File: config.mk
export PLATFORM = sky130hd
export DESIGN_NAME = lia_irq_aggregator
export DESIGN_NICKNAME = d
export VERILOG_FILES = /design/src/include/lia_pkg.sv /design/src/include/lia_tick_if.sv /design/src/rtl/lia_sec_timer.sv /design/src/rtl/lia_irq_aggregator.sv
export SDC_FILE = /design/constraint.sdc
export NUM_CORES = 2
export LEC_CHECK = 0
export ABC_AREA = 1
export BUFFER_PORTS_ARGS = -buffer_cell sky130_fd_sc_hd__buf_2
export CAP_MARGIN = 10
export CORE_AREA = 3 3 667 669
export CTS_BUF_LIST = sky130_fd_sc_hd__clkbuf_8 sky130_fd_sc_hd__clkbuf_16
export DETAILED_ROUTE_END_ITERATION = 6
export DIE_AREA = 0 0 670 672
export PLACE_DENSITY_LB_ADDON = 0.3
export SLEW_MARGIN = 20
export SYNTH_ARGS = -nofsm -noshare
export SYNTH_HDL_FRONTEND = slang
export SYNTH_SLANG_ARGS = --single-unit
File: constraint.sdc
create_clock -name clk_i -period 17.2 [get_ports clk_i]
set_clock_uncertainty 0.1 [all_clocks]
set_input_delay 0.86 -clock clk_i [delete_from_list [all_inputs] [get_ports clk_i]]
set_output_delay 0.86 -clock clk_i [all_outputs]
set_load 0.005 [all_outputs]
File: src/include/lia_pkg.sv
// Constants for the line unit interrupt aggregator
package lia_pkg;

	// Geometry
	localparam int unsigned NCH       = 16;
	localparam int unsigned NSRC      = 20;
	localparam int unsigned REG_W     = 8;

	// Timing: one second counted on the 125 MHz clock
	localparam longint unsigned CLK_PERIOD_PS = 64'd8000;
	localparam longint unsigned SECOND_MS     = 64'd1000;
	localparam int unsigned SECOND_CYCLES =
		int'((SECOND_MS * 64'd1000000000) / CLK_PERIOD_PS);
	localparam int unsigned TMR_W = 32;

	// Flag register selector codes on the clear port
	localparam logic [1:0] SEL_FLAG_ZERO = 2'h0;
	localparam logic [1:0] SEL_FLAG_ONE  = 2'h1;
	localparam logic [1:0] SEL_FLAG_TWO  = 2'h2;

	// State register zero / flag register zero bit positions
	localparam int unsigned B0_LINE_LOS   = 0;
	localparam int unsigned B0_SYS_LOS    = 1;
	localparam int unsigned B0_TX_LOS     = 2;
	localparam int unsigned B0_TXCLK_LOSS = 3;
	localparam int unsigned B0_OUT_SHORT  = 4;
	localparam int unsigned B0_RX_JBUF    = 5;
	localparam int unsigned B0_TX_JBUF    = 6;
	localparam int unsigned B0_WAVE_OVF   = 7;

	// State register one / flag register one bit positions
	localparam int unsigned B1_LOOP_DOWN  = 0;
	localparam int unsigned B1_LOOP_UP    = 1;
	localparam int unsigned B1_PAT_SYNC   = 5;
	localparam int unsigned B1_LINE_AIS   = 6;
	localparam int unsigned B1_SYS_AIS    = 7;

	// Flag register two bit positions
	localparam int unsigned B2_CNT_WRAP   = 0;
	localparam int unsigned B2_PAT_BITERR = 1;
	localparam int unsigned B2_LINE_EXZ   = 2;
	localparam int unsigned B2_SYS_EXZ    = 3;
	localparam int unsigned B2_LINE_BPV   = 4;
	localparam int unsigned B2_SYS_BPV    = 5;

	// Edge select register bit positions
	localparam int unsigned ES_LOOP_CODE  = 0;
	localparam int unsigned ES_LOS        = 1;
	localparam int unsigned ES_TX_LOS     = 2;
	localparam int unsigned ES_TXCLK_LOSS = 3;
	localparam int unsigned ES_OUT_SHORT  = 4;
	localparam int unsigned ES_PAT_SYNC   = 5;
	localparam int unsigned ES_AIS        = 6;

	// Global config and timer flag register bit positions
	localparam int unsigned GC_SECOND_MASK = 0;
	localparam int unsigned GC_MASK_ALL    = 1;
	localparam int unsigned TF_SECOND      = 0;

	// Implemented bits of each register
	localparam logic [7:0] STATE0_USED = 8'h1F;
	localparam logic [7:0] EVT0_USED   = 8'hE0;
	localparam logic [7:0] STATE1_USED = 8'hE3;
	localparam logic [7:0] EVT2_USED   = 8'h3F;

	// Reset values
	localparam logic [7:0] FLAG_RST    = 8'h00;
	localparam logic [7:0] STATE_RST   = 8'h00;
	localparam logic       IRQ_N_RST   = 1'b1;

endpackage

File: src/include/lia_tick_if.sv
// One-second tick carrier between the timer and the aggregator
`timescale 1ns/1ps
`default_nettype none

interface lia_tick_if;
	logic tick;

	modport src
	(
		output tick
	);

	modport snk
	(
		input  tick
	);
endinterface

`default_nettype wire

File: src/rtl/lia_sec_timer.sv
// Free-running one-second period timer
`timescale 1ns/1ps
`default_nettype none

module lia_sec_timer #(
	parameter int unsigned SECOND_CYCLES = lia_pkg::SECOND_CYCLES
) (
	// Clock and reset
	input  wire logic           clk_i,
	input  wire logic           sys_rst_i,
	// Tick out
	lia_tick_if.src             tick_if
);

	localparam logic [lia_pkg::TMR_W-1:0] LAST =
		lia_pkg::TMR_W'(SECOND_CYCLES - 1);

	logic [lia_pkg::TMR_W-1:0] cnt_q;
	logic                      tick_q;

	// Count whole periods of the reference clock
	always_ff @(posedge clk_i or posedge sys_rst_i)
	begin
		if (sys_rst_i)
		begin
			cnt_q  <= '0;
			tick_q <= 1'b0;
		end
		else if (cnt_q == LAST)
		begin
			cnt_q  <= '0;
			tick_q <= 1'b1;
		end
		else
		begin
			cnt_q  <= cnt_q + 1'b1;
			tick_q <= 1'b0;
		end
	end

	assign tick_if.tick = tick_q;

endmodule

`default_nettype wire

File: src/rtl/lia_irq_aggregator.sv
// Per-channel and global interrupt flag aggregation with active-low request
`timescale 1ns/1ps
`default_nettype none

module lia_irq_aggregator #(
	parameter int unsigned SECOND_CYCLES = lia_pkg::SECOND_CYCLES
) (
	// Clock and reset
	input  wire logic                                    clk_i,
	input  wire logic                                    sys_rst_i,
	// Detector levels, laid out as state registers zero and one
	input  wire logic [lia_pkg::NCH-1:0][7:0]            state_zero_i,
	input  wire logic [lia_pkg::NCH-1:0][7:0]            state_one_i,
	// Detector one-cycle pulses, laid out as flag registers zero and two
	input  wire logic [lia_pkg::NCH-1:0][7:0]            evt_zero_i,
	input  wire logic [lia_pkg::NCH-1:0][7:0]            evt_two_i,
	// Configuration
	input  wire logic [lia_pkg::NCH-1:0][7:0]            edge_select_reg_i,
	input  wire logic [lia_pkg::NCH-1:0][7:0]            mask_reg_zero_i,
	input  wire logic [lia_pkg::NCH-1:0][7:0]            mask_reg_one_i,
	input  wire logic [lia_pkg::NCH-1:0][7:0]            mask_reg_two_i,
	input  wire logic [7:0]                              global_config_reg_i,
	// Write-one-to-clear port
	input  wire logic                                    clr_stb_i,
	input  wire logic [3:0]                              clr_chan_i,
	input  wire logic [1:0]                              clr_sel_i,
	input  wire logic [7:0]                              clr_bits_i,
	input  wire logic                                    timer_clr_i,
	// Status
	output logic      [lia_pkg::NCH-1:0][7:0]            state_reg_zero_o,
	output logic      [lia_pkg::NCH-1:0][7:0]            state_reg_one_o,
	output logic      [lia_pkg::NCH-1:0][7:0]            flag_reg_zero_o,
	output logic      [lia_pkg::NCH-1:0][7:0]            flag_reg_one_o,
	output logic      [lia_pkg::NCH-1:0][7:0]            flag_reg_two_o,
	output logic      [lia_pkg::NCH-1:0]                 channel_pending_summary_o,
	output logic      [7:0]                              timer_flag_reg_o,
	output logic                                         irq_n_o
);

	// Latch on rising edge, or on any change when any_edge is set
	function automatic logic [7:0] edge_hit(
		input logic [7:0] cur,
		input logic [7:0] prev,
		input logic [7:0] any_edge
	);
		edge_hit = (cur & ~prev) | (any_edge & (cur ^ prev));
	endfunction

	// Host clear strobe decode for one channel and one flag register
	function automatic logic [7:0] clr_hit(
		input logic       stb,
		input logic [3:0] chan,
		input logic [1:0] sel,
		input logic [7:0] bits,
		input int unsigned c,
		input logic [1:0] which
	);
		if (stb && (chan == 4'(c)) && (sel == which))
			clr_hit = bits;
		else
			clr_hit = 8'h00;
	endfunction

	// Spread edge select bits to state register zero positions
	function automatic logic [7:0] es_zero(input logic [7:0] es);
		logic [7:0] r;
		r = 8'h00;
		r[lia_pkg::B0_LINE_LOS]   = es[lia_pkg::ES_LOS];
		r[lia_pkg::B0_SYS_LOS]    = es[lia_pkg::ES_LOS];
		r[lia_pkg::B0_TX_LOS]     = es[lia_pkg::ES_TX_LOS];
		r[lia_pkg::B0_TXCLK_LOSS] = es[lia_pkg::ES_TXCLK_LOSS];
		r[lia_pkg::B0_OUT_SHORT]  = es[lia_pkg::ES_OUT_SHORT];
		es_zero = r;
	endfunction

	// Spread edge select bits to state register one positions
	function automatic logic [7:0] es_one(input logic [7:0] es);
		logic [7:0] r;
		r = 8'h00;
		r[lia_pkg::B1_LOOP_DOWN] = es[lia_pkg::ES_LOOP_CODE];
		r[lia_pkg::B1_LOOP_UP]   = es[lia_pkg::ES_LOOP_CODE];
		r[lia_pkg::B1_PAT_SYNC]  = es[lia_pkg::ES_PAT_SYNC];
		r[lia_pkg::B1_LINE_AIS]  = es[lia_pkg::ES_AIS];
		r[lia_pkg::B1_SYS_AIS]   = es[lia_pkg::ES_AIS];
		es_one = r;
	endfunction

	lia_tick_if tick_if ();

	logic [lia_pkg::NCH-1:0][7:0] state0_q;
	logic [lia_pkg::NCH-1:0][7:0] state1_q;
	logic [lia_pkg::NCH-1:0][7:0] flag0_q;
	logic [lia_pkg::NCH-1:0][7:0] flag1_q;
	logic [lia_pkg::NCH-1:0][7:0] flag2_q;
	logic [lia_pkg::NCH-1:0][7:0] flag0_d;
	logic [lia_pkg::NCH-1:0][7:0] flag1_d;
	logic [lia_pkg::NCH-1:0][7:0] flag2_d;
	logic [lia_pkg::NCH-1:0]      summary_q;
	logic [lia_pkg::NCH-1:0]      summary_d;
	logic                         second_flag_q;
	logic                         second_flag_d;
	logic                         irq_n_q;
	logic                         mask_all;

	assign mask_all = global_config_reg_i[lia_pkg::GC_MASK_ALL];

	lia_sec_timer #(
		.SECOND_CYCLES (SECOND_CYCLES)
	) u_sec_timer (
		.clk_i     (clk_i),
		.sys_rst_i (sys_rst_i),
		.tick_if   (tick_if.src)
	);

	// Per-channel flag next values
	genvar c;
	generate
		for (c = 0; c < lia_pkg::NCH; c++)
		begin : g_chan
			logic [7:0] set0;
			logic [7:0] set1;
			logic [7:0] set2;
			logic [7:0] clr0;
			logic [7:0] clr1;
			logic [7:0] clr2;

			// Level sources latch through edge selection
			assign set0 = (edge_hit(state_zero_i[c], state0_q[c],
				es_zero(edge_select_reg_i[c])) & lia_pkg::STATE0_USED)
				| (evt_zero_i[c] & lia_pkg::EVT0_USED);
			assign set1 = edge_hit(state_one_i[c], state1_q[c],
				es_one(edge_select_reg_i[c])) & lia_pkg::STATE1_USED;
			assign set2 = evt_two_i[c] & lia_pkg::EVT2_USED;

			assign clr0 = clr_hit(clr_stb_i, clr_chan_i, clr_sel_i, clr_bits_i, c,
				lia_pkg::SEL_FLAG_ZERO);
			assign clr1 = clr_hit(clr_stb_i, clr_chan_i, clr_sel_i, clr_bits_i, c,
				lia_pkg::SEL_FLAG_ONE);
			assign clr2 = clr_hit(clr_stb_i, clr_chan_i, clr_sel_i, clr_bits_i, c,
				lia_pkg::SEL_FLAG_TWO);

			// Write one clears; a same-cycle event wins
			assign flag0_d[c] = (flag0_q[c] & ~clr0) | set0;
			assign flag1_d[c] = (flag1_q[c] & ~clr1) | set1;
			assign flag2_d[c] = (flag2_q[c] & ~clr2) | set2;

			// Pending while any unmasked flag remains
			assign summary_d[c] = ~mask_all & (|(flag0_d[c] & ~mask_reg_zero_i[c])
				| |(flag1_d[c] & ~mask_reg_one_i[c])
				| |(flag2_d[c] & ~mask_reg_two_i[c]));
		end
	endgenerate

	// Global timer flag, set regardless of its mask
	assign second_flag_d = tick_if.tick
		| (second_flag_q & ~timer_clr_i);

	// Live state bits
	always_ff @(posedge clk_i or posedge sys_rst_i)
	begin
		if (sys_rst_i)
		begin
			state0_q <= {lia_pkg::NCH{lia_pkg::STATE_RST}};
			state1_q <= {lia_pkg::NCH{lia_pkg::STATE_RST}};
		end
		else
		begin
			for (int i = 0; i < lia_pkg::NCH; i++)
			begin
				state0_q[i] <= state_zero_i[i] & lia_pkg::STATE0_USED;
				state1_q[i] <= state_one_i[i] & lia_pkg::STATE1_USED;
			end
		end
	end

	// Latched flags
	always_ff @(posedge clk_i or posedge sys_rst_i)
	begin
		if (sys_rst_i)
		begin
			flag0_q       <= {lia_pkg::NCH{lia_pkg::FLAG_RST}};
			flag1_q       <= {lia_pkg::NCH{lia_pkg::FLAG_RST}};
			flag2_q       <= {lia_pkg::NCH{lia_pkg::FLAG_RST}};
			second_flag_q <= 1'b0;
		end
		else
		begin
			flag0_q       <= flag0_d;
			flag1_q       <= flag1_d;
			flag2_q       <= flag2_d;
			second_flag_q <= second_flag_d;
		end
	end

	// Channel summary and request pin
	always_ff @(posedge clk_i or posedge sys_rst_i)
	begin
		if (sys_rst_i)
		begin
			summary_q <= '0;
			irq_n_q   <= lia_pkg::IRQ_N_RST;
		end
		else
		begin
			summary_q <= summary_d;
			irq_n_q   <= ~((|summary_d) | (second_flag_d & ~mask_all
				& ~global_config_reg_i[lia_pkg::GC_SECOND_MASK]));
		end
	end

	// Outputs, all straight from flip-flops
	assign state_reg_zero_o          = state0_q;
	assign state_reg_one_o           = state1_q;
	assign flag_reg_zero_o           = flag0_q;
	assign flag_reg_one_o            = flag1_q;
	assign flag_reg_two_o            = flag2_q;
	assign channel_pending_summary_o = summary_q;
	assign timer_flag_reg_o          = {7'h00, second_flag_q};
	assign irq_n_o                   = irq_n_q;

endmodule

`default_nettype wire

# == Word level (Yosys, flattened, before mapping) ==
# Cells that the tools add are included.
# W data, S select, Z words.
# word_totals
output_inout_bits,665
in_bits,1050
elab_cells,742
reg_bits,595
# op_classes
addsub,1
n_bitwise,473
eq_ne,18
n_reduce_logical,115
mux,50
# op_table
cell,n
$and A8 B8 Y8,128
$not A8 Y8,112
$mux W8,48
$or A8 B8 Y8,48
$reduce_or A8 Y1,48
$and A5 B5 Y5,32
$or A5 B8 Y8,16
$or A8 B6 Y8,16
$xor A8 B8 Y8,16
$not A5 Y5,16
$or A5 B5 Y5,16
$xor A5 B5 Y5,16
$logic_and A1 B1 Y1,64
$or A1 B1 Y1,34
$add A32 B1 Y32 const B,1
$eq A32 B27 Y1 const B,1
$eq A4 B4 Y1 const B,8
$mux W32,1
$and A1 B1 Y1,19
$eq A4 B3 Y1 const B,4
$reduce_or A16 Y1,1
$eq A4 B2 Y1 const B,2
$eq A4 B1 Y1 const B,1
$logic_not A4 Y1,1
other kinds (5),8

# == Longest topological paths before layout ==
# logic_depth
ltp_word,15
depth_mapped,18
ltp_nobuf,17

# == Modules after synthesis ==
# Synthesis repeated with hierarchy kept, for this count alone.
# hier_totals
cells_unflattened,3955
area_unflattened_um2,30585.6
# by_module_without_submodules
mod,seq_area_each_um2,area_per_inst_um2,cells_each,n_inst
lia_irq_aggregator,14064.7,28566.1,3652,1
lia_sec_timer,825.8,2019.4,303,1

# == Worst setup path after synthesis ==
# OpenSTA, ideal clock, no wires.
# synth_timing
kind,in2reg
from,in clr_sel_i[0]
to,"reg irq_n_q, in the netlist irq_n_o"
arrival_time_ps,2483
n_path_buf,1
required_time_ps,17033
path_slack_ps,14550
setup_time_ps,67
path_stages,12
cell_sequence,nor2_1 -> buf_2 -> nand3_1 -> o21ai_0 -> a21oi_1 -> nor3_1 -> nand2_1 -> nor2_1 -> nand2_1 -> nand2_1 -> nand3_1 -> nor2_1
# synth_via
elab_chain_len,14
elab_cells_between_ends,390
classes_between,2 x eq/ne; 48 x mux; 242 x bitwise; 98 x reduce/logical
# synth_rtl
item,line_no,source
"start, declared",lia_irq_aggregator.sv:26,"input wire logic [1:0] clr_sel_i,"
$eq A2 B1 Y1 / $logic_not A2 Y1 (equally long branches),lia_irq_aggregator.sv:58,if (stb && (chan == 4'(c)) && (sel == which))
$logic_and A1 B1 Y1,lia_irq_aggregator.sv:58,
$mux W8,lia_irq_aggregator.sv:58,
"$not A8 Y8, on equally long branches","lia_irq_aggregator.sv:144, lia_irq_aggregator.sv:143",
"$and A8 B8 Y8, on equally long branches","lia_irq_aggregator.sv:144, lia_irq_aggregator.sv:143",
"$or A8 B8 Y8, on equally long branches","lia_irq_aggregator.sv:144, lia_irq_aggregator.sv:143",
"$and A8 B8 Y8, on equally long branches","lia_irq_aggregator.sv:149, lia_irq_aggregator.sv:148",
"$reduce_or A8 Y1, on equally long branches","lia_irq_aggregator.sv:149, lia_irq_aggregator.sv:148",
$or A1 B1 Y1,lia_irq_aggregator.sv:149,| |(flag1_d[c] & ~mask_reg_one_i[c])
$or A1 B1 Y1,lia_irq_aggregator.sv:150,| |(flag2_d[c] & ~mask_reg_two_i[c]));
$and A1 B1 Y1,lia_irq_aggregator.sv:148,assign summary_d[c] = ~mask_all & (|(flag0_d[c] & ~mask_reg_zero_i[c])
$reduce_or A16 Y1 *,lia_irq_aggregator.sv:206,irq_n_q <= ~((|summary_d) | (second_flag_d & ~mask_all
$or A1 B1 Y1 *,lia_irq_aggregator.sv:206,
$not A1 Y1 *,lia_irq_aggregator.sv:206,
"end signal, assigned",lia_irq_aggregator.sv:201,irq_n_q <= lia_pkg::IRQ_N_RST;
"end signal, assigned",lia_irq_aggregator.sv:206,
"end, declared",lia_irq_aggregator.sv:102,logic irq_n_q;
# Every way passes the cells marked *; elsewhere a longest branch is shown, timed or not.

==> metrics.cfg <==
[die]
core_region_area_um2=438700
start_util=0.06955
fp.dieW_um=670
ios=1715
dieArea_um2=450200
die_y_um=672
num_rows=243

[power_and_ir_drop]
clkPwrFrac=0.493
combPwrFrac=0.140
p_total_mw=3.917
power.density_nw_per_um2=79.66
swShare=0.3131
p_int_mw=2.691
peakVddDrop_mv=0.06397
p_switching_mw=1.226
p_leak_nw=24.92
sequentialPowerShare=0.367

[yosys]
synthTopCellsByArea=dfrtp_1 49%, nand2_1 13%, inv_1 12%, ha_1 6.6%, o21ai_0 3.7%
synth-async-reset-ratio=1.000
syn_inst=3908
yosysTopAreaCellShare=0.4871
yosysTopAreaCell=dfrtp_1
ys_types=36
synth_edf_count=0
yosysWarnings=0
seq_area_frac_synth=0.4880
synth_commonest_cells=1080 x nand2_1, 980 x inv_1, 594 x dfrtp_1
synth_area_um2=30510
synth_ff_type=dfrtp_1
yosysMostFrequentCell=nand2_1
synth_seq_cells=595
post_synth.cell_area_avg_um2=7.808

[clock_network]
clkTransAtPathRegs_ns=0.06
numCtsBuffers=92
postCtsHoldBufs=151
clock_sinks=595
cts_root_buf=clkbuf_16
cts_setup_buffers=0
clock_tree.buffer_depth=4
clk_latency_ns=0.84
tritoncts=yes
cts_max_level=3
post_cts_resized=0

[placement]
placed_area_um2=44640
place_congestion=0.8939
dp_hpwl_mm=267.9
port_buffers=1381
pre_cts_slack_ns=11.12

[sta]
fin_crit_ns=4.656
worst_slew_pin_slew_ns=1.106
fmax_ghz=0.2148
finalSetupTns_ns=0
finalHoldViolCount=0
rsz0062_at_grt=no
fin_crit_sh=0.2707
finalMaxSlewViolations=0
final-setup-viol-count=0
slew_headroom=0.2624
fin_ws_ns=12.54

[worst_setup_path]
arrival_ns=5.33
crit_slowest_cell=buf_4
endpoint_kind=flip-flop
path_class=input port to flip-flop
cp_max_fo=42
worst_setup_path_start_kind=input port
crit_chain=buf_2 -> nor2_4 -> buf_4 -> buf_4 -> nand3_1 -> nand2_1 -> nand2_1 -> nand2_1 -> nand2_1 -> nor2_1 -> nand2_1 -> nor2_1 -> nand2_1 -> nand2_1 -> nand2_1 -> nor2_1 -> nand3_1 -> nor2_1
cpMostUsedCell=nand2_1
critical_path_required_ns=17.87
crit_path_max_incr_delay_ns=0.69

[finish]
final.fill_count=51390
fin_area_um2=49180
area_growth_pct=61.18
final_nets=6723
drive_above_1_share=0.2955

[hold_path]
worst_hold_path_type=input port to flip-flop

[route]
vias_per_cell=2.834
drc=0
wl_per_cell_um=26.84
ant_nets=0
drt-total-wl_mm=308.5
vias=32590
drt_first_iter_violations=1905
dr.pass1.iters=5

[global_routing]
met3_usage=0.03887
grt_max_degree=92
antenna_found_initial=216
use_met2=0.2272
overflow=0
grt_pass1_wl_mm=380.0
grt_use_met1=0.1633
gr-max-usage-layer=met2
grt_pass1_vias=32470
grt_usage=0.1323

[status]
status=completed

[run]
drv_cap=0

==> per-layer routing <==
layer / up-vias / part of all wire
met5: - / 0.0022
met2: 1492 / 0.48
li1: 14930 / -
met1: 15580 / 0.42
met4: 96 / 0.024
met3: 486 / 0.072
==> final timing paths <==
path,slack (ns),start,end,cells after the start
min reg2reg,0.37,u_sec_timer.cnt_q[0],u_sec_timer.cnt_q[0],1
max in group asynchronous,13.73,sys_rst_i,flag_reg_one_o[16],6
min in group asynchronous,0.52,sys_rst_i,flag_reg_two_o[108],3
max,12.54,clr_sel_i[0],irq_n_o,18
max reg2reg,13.37,state_reg_zero_o[17],irq_n_o,16
min,0.11,state_one_i[77],state_reg_one_o[77],1
==> power by group through the flow <==
stage               registers (mW)  clock network [mW]  logic, mW
floorplan                     1.47                   0      0.184
global placement              1.46                   0      0.545
detailed placement            1.46                   0      0.542
CTS                           1.44                2.03      0.580
global route                  1.44                2.06      0.615
finish                        1.44                1.93      0.549
==> layout make-up <==
type | count | area [µm²] | area share
clock buffers | 107 | 2520 | 0.05124
repair buffers | 1595 | 8931 | 0.1816
flip-flops and latches | 595 | 14890 | 0.3028
multi-input cells | 2247 | 11270 | 0.2293
well taps | 5880 | 7357 | 0.1496
diodes | 36 | 90.09 | 0.001832
clock inverters | 55 | 417.9 | 0.008497
inverters | 981 | 3699 | 0.07520
==> metrics by stage <==
stage	cells	hold WS, ns	utilization
2_1_floorplan	4010	0.3329	-
3_3_place_gp	11150	0.3582	0.1017
3_5_place_dp	11150	0.3652	0.1017
4_1_cts	11460	0.0001080	0.1119
5_1_grt	11470	0.03428	0.1119
6_report	11500	0.1094	0.1121
==> sequential cells by signal (all words and copies together), names as in the netlist <==
signal                     count
flag_reg_one_o               128
flag_reg_two_o               128
flag_reg_zero_o              128
state_reg_one_o               80
state_reg_zero_o              80
u_sec_timer.cnt_q             32
channel_pending_summary_o     16
irq_n_o                        1
second_flag_q                  1
u_sec_timer.tick_if.tick       1
==> cell usage in the layout (no fill, tap or decap), types with 103 or more instances in the layout <==
master / n
nor2_1: 147
dfrtp_1: 594
ha_1: 161
dlygate4sd3_1: 151
buf_2: 1377
inv_1: 993
nand2_1: 1080
a21oi_1: 176
conb_1: 103
o21ai_0: 224
==> worst max-delay path: cells and delay by family <==
kind,cells,cell delay (ns)
buffers and inverters,3,1.45
AND/OR/NAND/NOR,15,2.77
==> logic make-up after synthesis <==
family	share of synthesized area
other cells	0.0001229
compound gates	0.07598
simple gates	0.2079
flops	0.4880
buf+inv	0.1577
fa+ha+maj	0.06602
xor+xnor	0.004306
Note: power is estimated with default switching activity, not from simulation.
